## src/cbct_defs.vh

```
/*
  Constants of the clock buffer/counter transfer block: timing counts,
  I/O instruction codes, count modes and the register port map.
  Assumes a 125 MHz system clock; included by cbct_top.v only.
*/
`ifndef CBCT_DEFS_VH
`define CBCT_DEFS_VH

// ---------------------------------------------------------------
// Timing
// ---------------------------------------------------------------
`define CBCT_CLK_MHZ       125
`define CBCT_TICK_NS       1000
`define CBCT_TICK_CYC      ((`CBCT_TICK_NS * `CBCT_CLK_MHZ) / 1000)
`define CBCT_PULSE_NS      300
`define CBCT_PULSE_CYC     ((`CBCT_PULSE_NS * `CBCT_CLK_MHZ + 999) / 1000)
`define CBCT_LEAD_NS       100
`define CBCT_LEAD_CYC      ((`CBCT_LEAD_NS * `CBCT_CLK_MHZ + 999) / 1000)
`define CBCT_GAP_NS        500
`define CBCT_GAP_CYC       ((`CBCT_GAP_NS * `CBCT_CLK_MHZ) / 1000)
`define CBCT_HOLD_NS       650
`define CBCT_HOLD_CYC      ((`CBCT_HOLD_NS * `CBCT_CLK_MHZ + 999) / 1000)
`define CBCT_SETTLE_NS     40
`define CBCT_SETTLE_CYC    ((`CBCT_SETTLE_NS * `CBCT_CLK_MHZ + 999) / 1000)

// ---------------------------------------------------------------
// Instruction codes (low digit of the clock's I/O group)
// ---------------------------------------------------------------
`define CBCT_OP_WRITE      3'h3
`define CBCT_OP_READ       3'h6
`define CBCT_OP_SAMPLE     3'h7

// ---------------------------------------------------------------
// Count modes
// ---------------------------------------------------------------
`define CBCT_MODE_WRAP     2'h0
`define CBCT_MODE_RELOAD   2'h1
`define CBCT_MODE_SAMPLE   2'h2
`define CBCT_MODE_SMPCLR   2'h3

// ---------------------------------------------------------------
// Register port
// ---------------------------------------------------------------
`define CBCT_REG_CTRL      2'h0
`define CBCT_REG_COUNT     2'h1
`define CBCT_REG_HOLD      2'h2
`define CBCT_CTRL_MODE_LSB 0
`define CBCT_CTRL_INHIBIT  2
`define CBCT_CTRL_RESET    3'h0

`endif

```

## src/cbct_top.v

```verilog
/*
  Buffer load and transfer logic of a programmable real-time clock:
  count pulse resynchronisation, 12-bit counter, 12-bit holding buffer,
  counter sampling safe against count edges, and the processor stall
  while the buffer is read onto the I/O bus.
  Assumes the processor bus signals are synchronous to i_clk, while the
  rate input and the three trigger inputs are asynchronous pins.
*/
// Local design decisions: strobed register access and the placing of the registers.
`timescale 1ns/1ps
`default_nettype none
`include "cbct_defs.vh"

module cbct_top #(
    parameter WIDTH = 12
) (
    input  wire             i_clk,
    input  wire             i_rst,
    input  wire             i_init,
    input  wire             i_io_select,
    input  wire [2:0]       i_io_code,
    input  wire             i_third_timing_pulse,
    input  wire [WIDTH-1:0] i_accumulator,
    input  wire             i_rate_in,
    input  wire [2:0]       i_trigger,
    input  wire [1:0]       i_reg_addr,
    input  wire [WIDTH-1:0] i_reg_wdata,
    input  wire             i_reg_wr,
    input  wire             i_reg_rd,
    output reg  [WIDTH-1:0] o_reg_rdata,
    output reg  [WIDTH-1:0] o_bus_data,
    output reg              o_bus_data_oe,
    output reg              o_transfer_hold,
    output reg              o_transfer_strobe,
    output reg              o_count_pulse,
    output reg              o_overflow
);

    // ---------------------------------------------------------------
    // Local constants
    // ---------------------------------------------------------------
    localparam integer TICK   = `CBCT_TICK_CYC;
    localparam integer PULSE  = `CBCT_PULSE_CYC;
    localparam integer PH_A   = `CBCT_PULSE_CYC - `CBCT_LEAD_CYC;
    localparam integer PH_B   = PH_A + `CBCT_GAP_CYC;
    localparam integer HOLD   = `CBCT_HOLD_CYC;
    localparam integer SETTLE = `CBCT_SETTLE_CYC;

    localparam [2:0] ST_IDLE   = 3'h0;
    localparam [2:0] ST_HOLD   = 3'h1;
    localparam [2:0] ST_SETTLE = 3'h2;
    localparam [2:0] ST_STROBE = 3'h3;
    localparam [2:0] ST_DONE   = 3'h4;

    localparam [WIDTH-1:0] ALL_ONES = {WIDTH{1'b1}};

    // ---------------------------------------------------------------
    // State
    // ---------------------------------------------------------------
    reg             rate_s1_q;
    reg             rate_s2_q;
    reg  [2:0]      evt_s1_q;
    reg  [2:0]      evt_s2_q;
    reg             evt_s3_q;
    reg             event_q;
    reg  [6:0]      phase_q;
    reg             rate_res_q;
    reg  [6:0]      pulse_cnt_q;
    reg             go_read_q;
    reg             sampled_q;
    reg  [1:0]      mode_q;
    reg             inhibit_q;
    reg  [WIDTH-1:0] holding_q;
    reg  [WIDTH-1:0] counter_q;
    reg             preset_q;
    reg             clear_q;
    reg  [2:0]      state_q;
    reg  [6:0]      timer_q;

    wire            tick0;
    wire            sample_tick;
    wire            count_edge;
    wire            event_inhibit;
    wire            write_accumulator_to_counter;
    wire            sample_counter_cmd;
    wire            buffer_to_accumulator;
    wire            load_write;
    wire            load_sample;
    wire            load_event;
    wire            load_buffer;
    wire            accumulator_source_select;
    wire            counter_source_select;
    wire [WIDTH-1:0] buffer_src;

    // ---------------------------------------------------------------
    // Pin synchronisers
    // ---------------------------------------------------------------
    // Each trigger pin has its own two stages; the OR comes after them
    always @(posedge i_clk or posedge i_rst) begin
        if (i_rst) begin
            rate_s1_q <= 1'b0;
            rate_s2_q <= 1'b0;
            evt_s1_q  <= 3'h0;
            evt_s2_q  <= 3'h0;
            evt_s3_q  <= 1'b0;
            event_q   <= 1'b0;
        end else begin
            rate_s1_q <= i_rate_in;
            rate_s2_q <= rate_s1_q;
            evt_s1_q  <= i_trigger;
            evt_s2_q  <= evt_s1_q;
            evt_s3_q  <= |evt_s2_q;
            event_q   <= (|evt_s2_q) & ~evt_s3_q;
        end
    end

    // ---------------------------------------------------------------
    // Divide-by-ten stage tick and count pulse
    // ---------------------------------------------------------------
    // Phase counter stands in for the first decade stage: one 1 us lap
    always @(posedge i_clk or posedge i_rst) begin
        if (i_rst) begin
            phase_q <= 7'h00;
        end else if (phase_q == TICK[6:0] - 7'h01) begin
            phase_q <= 7'h00;
        end else begin
            phase_q <= phase_q + 7'h01;
        end
    end

    assign tick0       = (phase_q == 7'h00);
    // Two sample ticks a fixed 62 cycles (496 ns) apart, A sits 13 cycles (104 ns) before the edge
    assign sample_tick = (phase_q == PH_A[6:0]) || (phase_q == PH_B[6:0]);

    // Rate resync flop; a rising set starts a fixed-width count pulse
    always @(posedge i_clk or posedge i_rst) begin
        if (i_rst) begin
            rate_res_q  <= 1'b0;
            pulse_cnt_q <= 7'h00;
        end else begin
            if (tick0) begin
                rate_res_q <= rate_s2_q & ~inhibit_q;
            end
            if (tick0 && rate_s2_q && !inhibit_q && !rate_res_q) begin
                pulse_cnt_q <= PULSE[6:0];
            end else if (pulse_cnt_q != 7'h00) begin
                pulse_cnt_q <= pulse_cnt_q - 7'h01;
            end
        end
    end

    // Falling end of the count pulse is the only moment the count moves
    assign count_edge = (pulse_cnt_q == 7'h01);

    // ---------------------------------------------------------------
    // Instruction decode
    // ---------------------------------------------------------------
    assign event_inhibit                = i_io_select;
    assign write_accumulator_to_counter = i_io_select && (i_io_code == `CBCT_OP_WRITE);
    assign sample_counter_cmd           = i_io_select && (i_io_code == `CBCT_OP_SAMPLE);
    assign buffer_to_accumulator        = i_io_select &&
                                          ((i_io_code == `CBCT_OP_READ) || sample_counter_cmd);

    // Registered sample-read request; held as long as the sample instruction stays selected
    always @(posedge i_clk or posedge i_rst) begin
        if (i_rst) begin
            go_read_q <= 1'b0;
            sampled_q <= 1'b0;
        end else begin
            go_read_q <= sample_counter_cmd;
            if (!go_read_q) begin
                sampled_q <= 1'b0;
            end else if (sample_tick) begin
                sampled_q <= 1'b1;
            end
        end
    end

    // ---------------------------------------------------------------
    // Load strobe and source selection
    // ---------------------------------------------------------------
    assign load_write  = write_accumulator_to_counter & i_third_timing_pulse;
    assign load_sample = go_read_q & ~sampled_q & sample_tick;
    // Events never touch the bus, only buffer, counter and the inhibit bit
    assign load_event  = event_q & mode_q[1] & ~event_inhibit;
    assign load_buffer = load_write | load_sample | load_event;

    // Exclusive selects: accumulator only for the write instruction
    assign accumulator_source_select = write_accumulator_to_counter;
    assign counter_source_select     = ~accumulator_source_select;
    assign buffer_src = accumulator_source_select ? i_accumulator : counter_q;

    // ---------------------------------------------------------------
    // Holding buffer
    // ---------------------------------------------------------------
    always @(posedge i_clk or posedge i_rst) begin
        if (i_rst) begin
            holding_q <= {WIDTH{1'b0}};
        end else if (i_init) begin
            holding_q <= {WIDTH{1'b0}};
        end else if (load_buffer) begin
            holding_q <= buffer_src;
        end
    end

    // Follow-up actions one cycle after the buffer has taken its data
    always @(posedge i_clk or posedge i_rst) begin
        if (i_rst) begin
            preset_q <= 1'b0;
            clear_q  <= 1'b0;
        end else begin
            preset_q <= load_write;
            clear_q  <= load_event && (mode_q == `CBCT_MODE_SMPCLR);
        end
    end

    // ---------------------------------------------------------------
    // Counter
    // ---------------------------------------------------------------
    // Clear and preset beat a coinciding count edge; that count is lost
    always @(posedge i_clk or posedge i_rst) begin
        if (i_rst) begin
            counter_q <= {WIDTH{1'b0}};
        end else if (clear_q) begin
            counter_q <= {WIDTH{1'b0}};
        end else if (preset_q) begin
            counter_q <= holding_q;
        end else if (count_edge) begin
            if (mode_q == `CBCT_MODE_RELOAD && counter_q == ALL_ONES) begin
                counter_q <= holding_q;
            end else begin
                counter_q <= counter_q + {{(WIDTH-1){1'b0}}, 1'b1};
            end
        end
    end

    // Overflow only from a count edge at all ones (wrap or reload), never from clear or preset
    always @(posedge i_clk or posedge i_rst) begin
        if (i_rst) begin
            o_overflow <= 1'b0;
        end else begin
            o_overflow <= count_edge && !clear_q && !preset_q &&
                          (counter_q == ALL_ONES);
        end
    end

    // ---------------------------------------------------------------
    // Control register
    // ---------------------------------------------------------------
    // An event clearing the inhibit wins over a software write
    always @(posedge i_clk or posedge i_rst) begin
        if (i_rst) begin
            mode_q    <= `CBCT_MODE_WRAP;
            inhibit_q <= 1'b0;
        end else if (i_init) begin
            mode_q    <= `CBCT_MODE_WRAP;
            inhibit_q <= 1'b0;
        end else begin
            if (i_reg_wr && i_reg_addr == `CBCT_REG_CTRL) begin
                mode_q    <= i_reg_wdata[`CBCT_CTRL_MODE_LSB+1:`CBCT_CTRL_MODE_LSB];
                inhibit_q <= i_reg_wdata[`CBCT_CTRL_INHIBIT];
            end
            if (event_q) begin
                inhibit_q <= 1'b0;
            end
        end
    end

    // Read data valid the cycle after the strobe only
    always @(posedge i_clk or posedge i_rst) begin
        if (i_rst) begin
            o_reg_rdata <= {WIDTH{1'b0}};
        end else if (i_reg_rd) begin
            case (i_reg_addr)
                `CBCT_REG_CTRL: begin
                    o_reg_rdata <= {{(WIDTH-3){1'b0}}, inhibit_q, mode_q};
                end
                `CBCT_REG_COUNT: begin
                    o_reg_rdata <= counter_q;
                end
                `CBCT_REG_HOLD: begin
                    o_reg_rdata <= holding_q;
                end
                default: begin
                    o_reg_rdata <= {WIDTH{1'b0}};
                end
            endcase
        end else begin
            o_reg_rdata <= {WIDTH{1'b0}};
        end
    end

    // ---------------------------------------------------------------
    // Read stall sequencer
    // ---------------------------------------------------------------
    // Hold long enough that a sample tick always falls inside the stall
    always @(posedge i_clk or posedge i_rst) begin
        if (i_rst) begin
            state_q           <= ST_IDLE;
            timer_q           <= 7'h00;
            o_transfer_hold   <= 1'b0;
            o_transfer_strobe <= 1'b0;
        end else begin
            o_transfer_strobe <= 1'b0;
            case (state_q)
                ST_IDLE: begin
                    if (buffer_to_accumulator) begin
                        state_q         <= ST_HOLD;
                        timer_q         <= HOLD[6:0];
                        o_transfer_hold <= 1'b1;
                    end
                end
                ST_HOLD: begin
                    if (timer_q == 7'h01) begin
                        state_q         <= ST_SETTLE;
                        timer_q         <= SETTLE[6:0];
                        o_transfer_hold <= 1'b0;
                    end else begin
                        timer_q <= timer_q - 7'h01;
                    end
                end
                ST_SETTLE: begin
                    if (timer_q == 7'h01) begin
                        state_q           <= ST_STROBE;
                        o_transfer_strobe <= 1'b1;
                    end else begin
                        timer_q <= timer_q - 7'h01;
                    end
                end
                ST_STROBE: begin
                    state_q <= ST_DONE;
                end
                ST_DONE: begin
                    // Wait for the processor to end the instruction
                    if (!buffer_to_accumulator) begin
                        state_q <= ST_IDLE;
                    end
                end
                default: begin
                    state_q         <= ST_IDLE;
                    o_transfer_hold <= 1'b0;
                end
            endcase
        end
    end

    // ---------------------------------------------------------------
    // Bus data drive
    // ---------------------------------------------------------------
    // Drives zero when idle so the wired bus sees no stale data
    always @(posedge i_clk or posedge i_rst) begin
        if (i_rst) begin
            o_bus_data    <= {WIDTH{1'b0}};
            o_bus_data_oe <= 1'b0;
        end else begin
            o_bus_data    <= buffer_to_accumulator ? holding_q : {WIDTH{1'b0}};
            o_bus_data_oe <= buffer_to_accumulator;
        end
    end

    // Count pulse seen outside, mainly for observation
    always @(posedge i_clk or posedge i_rst) begin
        if (i_rst) begin
            o_count_pulse <= 1'b0;
        end else begin
            o_count_pulse <= (pulse_cnt_q != 7'h00);
        end
    end

endmodule // cbct_top

`default_nettype wire

```

## config.mk

```make
export PLATFORM = sky130hd
export DESIGN_NAME = cbct_top
export DESIGN_NICKNAME = d
export VERILOG_FILES = /design/src/cbct_top.v
export VERILOG_INCLUDE_DIRS = /design/src
export SDC_FILE = /design/constraint.sdc
export NUM_CORES = 1
export LEC_CHECK = 0
export ABC_AREA = 1
export BUFFER_PORTS_ARGS = -buffer_cell sky130_fd_sc_hd__buf_4
export CAP_MARGIN = 20
export CORE_ASPECT_RATIO = 1.25
export CORE_MARGIN = 2
export CORE_UTILIZATION = 60
export DETAILED_ROUTE_END_ITERATION = 8
export PLACE_DENSITY = 0.95
export SETUP_SLACK_MARGIN = 0.02
export SLEW_MARGIN = 5
export SYNTH_ARGS = -nofsm -noshare
export SYNTH_HDL_FRONTEND = slang
export SYNTH_SLANG_ARGS = --single-unit
```

## constraint.sdc

```tcl
create_clock -name i_clk -period 5.7 [get_ports i_clk]
set_input_delay 0.57 -clock i_clk [delete_from_list [all_inputs] [get_ports i_clk]]
set_output_delay 0.57 -clock i_clk [all_outputs]
set_load 0.1 [all_outputs]
```

==> impl_metrics.prom <==
# TYPE chip_impl_metric gauge
chip_impl_info{name="result_of_the_run",value="finished clean"} 1
chip_impl_metric{name="die_area",unit="sq mm"} 0.00843
chip_impl_metric{name="cts.repair_timing.setup_buffer_count",unit=""} 0
chip_impl_metric{name="clock_sinks",unit=""} 95
chip_impl_metric{name="fp.dieH",unit="microns"} 102
chip_impl_metric{name="multi_input_area",unit="sq mm"} 0.00190
chip_impl_metric{name="synth_warnings",unit=""} 0
chip_impl_metric{name="power.ir.vdd_worst",unit="mV"} 0.259
chip_impl_metric{name="final.fill_count",unit=""} 557
chip_impl_metric{name="detail_route.vias_per_cell",unit=""} 5.84
chip_impl_metric{name="finalSetupViolCount",unit=""} 0
chip_impl_metric{name="p_per_area",unit="mW/mm^2"} 339
chip_impl_metric{name="firstDrtPassIters",unit=""} 7
chip_impl_info{name="synth.top_cells.by_count",value="sky130_fd_sc_hd__nand2_1 (139), sky130_fd_sc_hd__dfrtp_1 (95), sky130_fd_sc_hd__nor2_1 (73), sky130_fd_sc_hd__inv_1 (71), sky130_fd_sc_hd__nand3_1 (49)"} 1
chip_impl_metric{name="ys_seq_elements",unit=""} 95
chip_impl_metric{name="period_minus_slack",unit="ns"} 2.47
chip_impl_metric{name="drt_iter0_drc",unit=""} 658
chip_impl_metric{name="layout.cells.non_filler",unit=""} 728
chip_impl_metric{name="area_fraction_of_the_dominant_cell_type_after_synthesis",unit="%"} 51.4
chip_impl_metric{name="drc",unit=""} 0
chip_impl_metric{name="critical_path_maximum_fanout",unit=""} 13
chip_impl_metric{name="final_max_slew_viol_count",unit=""} 0
chip_impl_metric{name="dpl_worst_slack",unit="ns"} 3.48
chip_impl_metric{name="buffer_ports.inserted",unit=""} 59
chip_impl_metric{name="antenna-diode-count",unit=""} 0
chip_impl_metric{name="post_cts_resize_count",unit=""} 0
chip_impl_metric{name="drv.max_cap_violation_count",unit=""} 0
chip_impl_info{name="worstSetupStartpoint",value="pulse_cnt_q[1]"} 1
chip_impl_metric{name="total_leakage_power",unit="uW"} 0.00280
chip_impl_metric{name="register_area",unit="sq mm"} 0.00238
chip_impl_metric{name="report.final.hold_viol_count",unit=""} 0
chip_impl_info{name="critPathCaptureType",value="flip-flop"} 1
chip_impl_metric{name="grt_overflow",unit=""} 0
chip_impl_metric{name="routed_wirelength",unit="microns"} 11400
chip_impl_info{name="synth_area_leader_cell",value="sky130_fd_sc_hd__dfrtp_1"} 1
chip_impl_metric{name="floorplan.initialDensity",unit="%"} 62.2
chip_impl_info{name="setup.worst_path.class",value="reg2reg"} 1
chip_impl_metric{name="worst-r2r-setup-slack",unit="ns"} 3.23
chip_impl_metric{name="timing_worst_slew_pin_value",unit="ns"} 0.939
chip_impl_metric{name="grt_pass1_vias",unit=""} 4135
chip_impl_metric{name="f_max",unit="MHz"} 406
chip_impl_metric{name="clkLatencyLatePin",unit="ns"} 0.37
chip_impl_metric{name="totalNegativeSetupSlack",unit="ns"} 0
chip_impl_info{name="tritoncts",value="done"} 1
chip_impl_metric{name="ctsHoldBuffers",unit=""} 0
chip_impl_metric{name="detailed_place_hpwl",unit="microns"} 7340
chip_impl_info{name="most_numerous_cell_in_the_yosys_netlist",value="sky130_fd_sc_hd__nand2_1"} 1
chip_impl_metric{name="antenna_found_initial",unit=""} 0
chip_impl_metric{name="timing.final.ws_setup",unit="ns"} 3.23
chip_impl_metric{name="drive_gt1_share",unit="%"} 15.1
chip_impl_metric{name="syn_nets",unit=""} 618
chip_impl_info{name="crit_end",value="counter_q[9]"} 1
chip_impl_metric{name="routedWlPerCell",unit="microns"} 15.6
chip_impl_metric{name="grt_max_degree",unit=""} 66
chip_impl_metric{name="die_w",unit="microns"} 82.5
chip_impl_metric{name="syn-mean-instance-area",unit="sq um"} 8.12
chip_impl_metric{name="cp.required",unit="ns"} 5.95
chip_impl_metric{name="async_reset_ff_share",unit="%"} 100
chip_impl_info{name="commonest_register_cell_after_synthesis",value="sky130_fd_sc_hd__dfrtp_1"} 1
chip_impl_metric{name="htree_levels",unit=""} 3
chip_impl_metric{name="vias",unit=""} 4253
chip_impl_metric{name="groute.usage.overall",unit="%"} 29.4
chip_impl_metric{name="finalCritPeriodShare",unit="%"} 43.3
chip_impl_metric{name="syn-instance-count",unit=""} 570
chip_impl_metric{name="library_cells_used_by_synthesis",unit=""} 40
chip_impl_metric{name="clockBufferDepth",unit=""} 2
chip_impl_metric{name="pin_count",unit=""} 69
chip_impl_metric{name="synth.cell_area",unit="sq mm"} 0.00463
chip_impl_metric{name="synthToLayoutAreaGrowth",unit="%"} 15.8
chip_impl_metric{name="gpl.final_weighted_congestion",unit=""} 0.876
chip_impl_metric{name="worst-endpoint-arrival",unit="ns"} 2.71
chip_impl_metric{name="route.antenna.remaining_nets",unit=""} 0
chip_impl_metric{name="synth-edff-count",unit=""} 0
chip_impl_metric{name="finish.net_count",unit=""} 679
chip_impl_info{name="cts-root-buf",value="sky130_fd_sc_hd__clkbuf_8"} 1
chip_impl_info{name="hold_wc_path_type",value="in2async"} 1
chip_impl_metric{name="timing.max_slew.rel_slack",unit="%"} 37.2
chip_impl_info{name="setup.worst_path.start_class",value="flip-flop"} 1
chip_impl_metric{name="clk_transition_reported_paths",unit="ns"} 0.09
chip_impl_metric{name="worst_clock_skew",unit="ns"} 0.00932
chip_impl_metric{name="grt_first_pass_wirelength",unit="microns"} 18800
chip_impl_metric{name="place_inst",unit=""} 712
chip_impl_metric{name="number_of_buffers_inserted_during_clock_tree_synthesis",unit=""} 9
chip_impl_metric{name="design.core.area",unit="sq mm"} 0.00744
chip_impl_metric{name="r2r.worst_path.cells",unit=""} 8
chip_impl_info{name="post_synth_main_area_contributors",value="sky130_fd_sc_hd__dfrtp_1 (51%), sky130_fd_sc_hd__nand2_1 (11%), sky130_fd_sc_hd__nor2_1 (5.9%), sky130_fd_sc_hd__inv_1 (5.8%), sky130_fd_sc_hd__nand3_1 (5.3%)"} 1
chip_impl_info{name="rr_startpoint",value="pulse_cnt_q[1]"} 1
chip_impl_info{name="crit-reg2reg-capture",value="counter_q[9]"} 1
chip_impl_metric{name="core.rowCount",unit=""} 35
chip_impl_info{name="unrepaired_setup_endpoints_after_global_routing",value="no"} 1
chip_impl_metric{name="fraction_of_the_yosys_area_taken_by_sequential_cells",unit="%"} 51.4
## state kept, by name (all words and copies together) (netlist names), 3 cells and up
name / cells
evt_s2_q: 3
phase_q: 7
state_q: 3
evt_s1_q: 3
pulse_cnt_q: 7
o_reg_rdata: 12
holding_q: 12
o_bus_data: 12
counter_q: 12
timer_q: 7
## cells in the final DEF, fill, tap and decap left out, types with 4 or more instances in the layout
| cell type | Yosys | routed |
|---|---|---|
| sky130_fd_sc_hd__dfrtp_1 | 95 | 95 |
| sky130_fd_sc_hd__nor3_1 | 5 | 5 |
| sky130_fd_sc_hd__inv_1 | 71 | 70 |
| sky130_fd_sc_hd__nand4_1 | 10 | 10 |
| sky130_fd_sc_hd__clkbuf_8 | 0 | 11 |
| sky130_fd_sc_hd__buf_4 | 1 | 60 |
| sky130_fd_sc_hd__o21ai_0 | 43 | 43 |
| sky130_fd_sc_hd__nand2_2 | 4 | 4 |
| sky130_fd_sc_hd__nor2_1 | 73 | 73 |
| sky130_fd_sc_hd__nand2_1 | 139 | 139 |
| sky130_fd_sc_hd__a21oi_1 | 20 | 20 |
| sky130_fd_sc_hd__xor2_1 | 4 | 4 |
| sky130_fd_sc_hd__ha_1 | 8 | 8 |
| sky130_fd_sc_hd__nand3_1 | 49 | 49 |
## cells by family after synthesis
family / after synthesis / share of synthesized area [%]
AOI/OAI and AO/OA: 76 / 8.82
xor gates and xnor gates: 7 / 1.33
adders and majority gates: 8 / 2.16
buffers and inverters: 87 / 7.49
DFF: 95 / 51.4
and+or+nand+nor: 297 / 28.8
## worst min path at each step
stage,start,end,slack [ns],depth (start not counted)
finish,i_rst,timer_q[2],0.22,2
global placement,evt_s1_q[1],evt_s2_q[1],0.33,0
detailed placement,rate_s1_q,rate_s2_q,0.34,0
CTS,i_rst,state_q[2],0.24,2
floorplan,evt_s1_q[0],evt_s2_q[0],0.33,0
global route,i_rst,state_q[2],0.26,2
## worst max-delay path, cell delays in order (launching register included)
cell and delay (ns):
sky130_fd_sc_hd__dfrtp_1 0.41, sky130_fd_sc_hd__inv_1 0.10, sky130_fd_sc_hd__ha_1 0.20, sky130_fd_sc_hd__nand2_1 0.07
sky130_fd_sc_hd__nor2_1 0.06, sky130_fd_sc_hd__nor3_2 0.71, sky130_fd_sc_hd__nor2_1 0.46, sky130_fd_sc_hd__nand3_1 0.25
sky130_fd_sc_hd__nand2_1 0.09
## power by group
group	total (uW)	internal, uW	switching, uW
combinational	500	156	344
clock	505	271	234
sequential	810	744	65.7
## metal layers
metal / share of wire [%] / GRT usage, %
met3: 9.1 / 6.98
met4: 3.9 / 12.2
met5: 0 / 0
met1: 36 / 35.4
met2: 51 / 50.3
## metrics by stage
stage | util, % | total power (uW) | hold slack [ns] | area (sq um)
after floorplan | - | 1180 | 0.331 | 4630
after global placement | 69.0 | 1280 | 0.333 | 5140
after detailed placement | 69.0 | 1310 | 0.336 | 5140
after CTS | 72.0 | 1800 | 0.243 | 5360
after global routing | 72.0 | 1910 | 0.264 | 5360
final | 72.0 | 1810 | 0.223 | 5360
## final cells by class
type                            instances  share of cell area (%)
Clock inverter                          3                    1.21
Timing Repair Buffer                   60                    8.40
Multi-Input combinational cell        388                    35.5
Inverter                               77                    5.42
Clock buffer                           13                    2.96
Sequential cell                        95                    44.4
Tap cell                               92                    2.15
No activity file was read; power rests on OpenSTA's default activity.
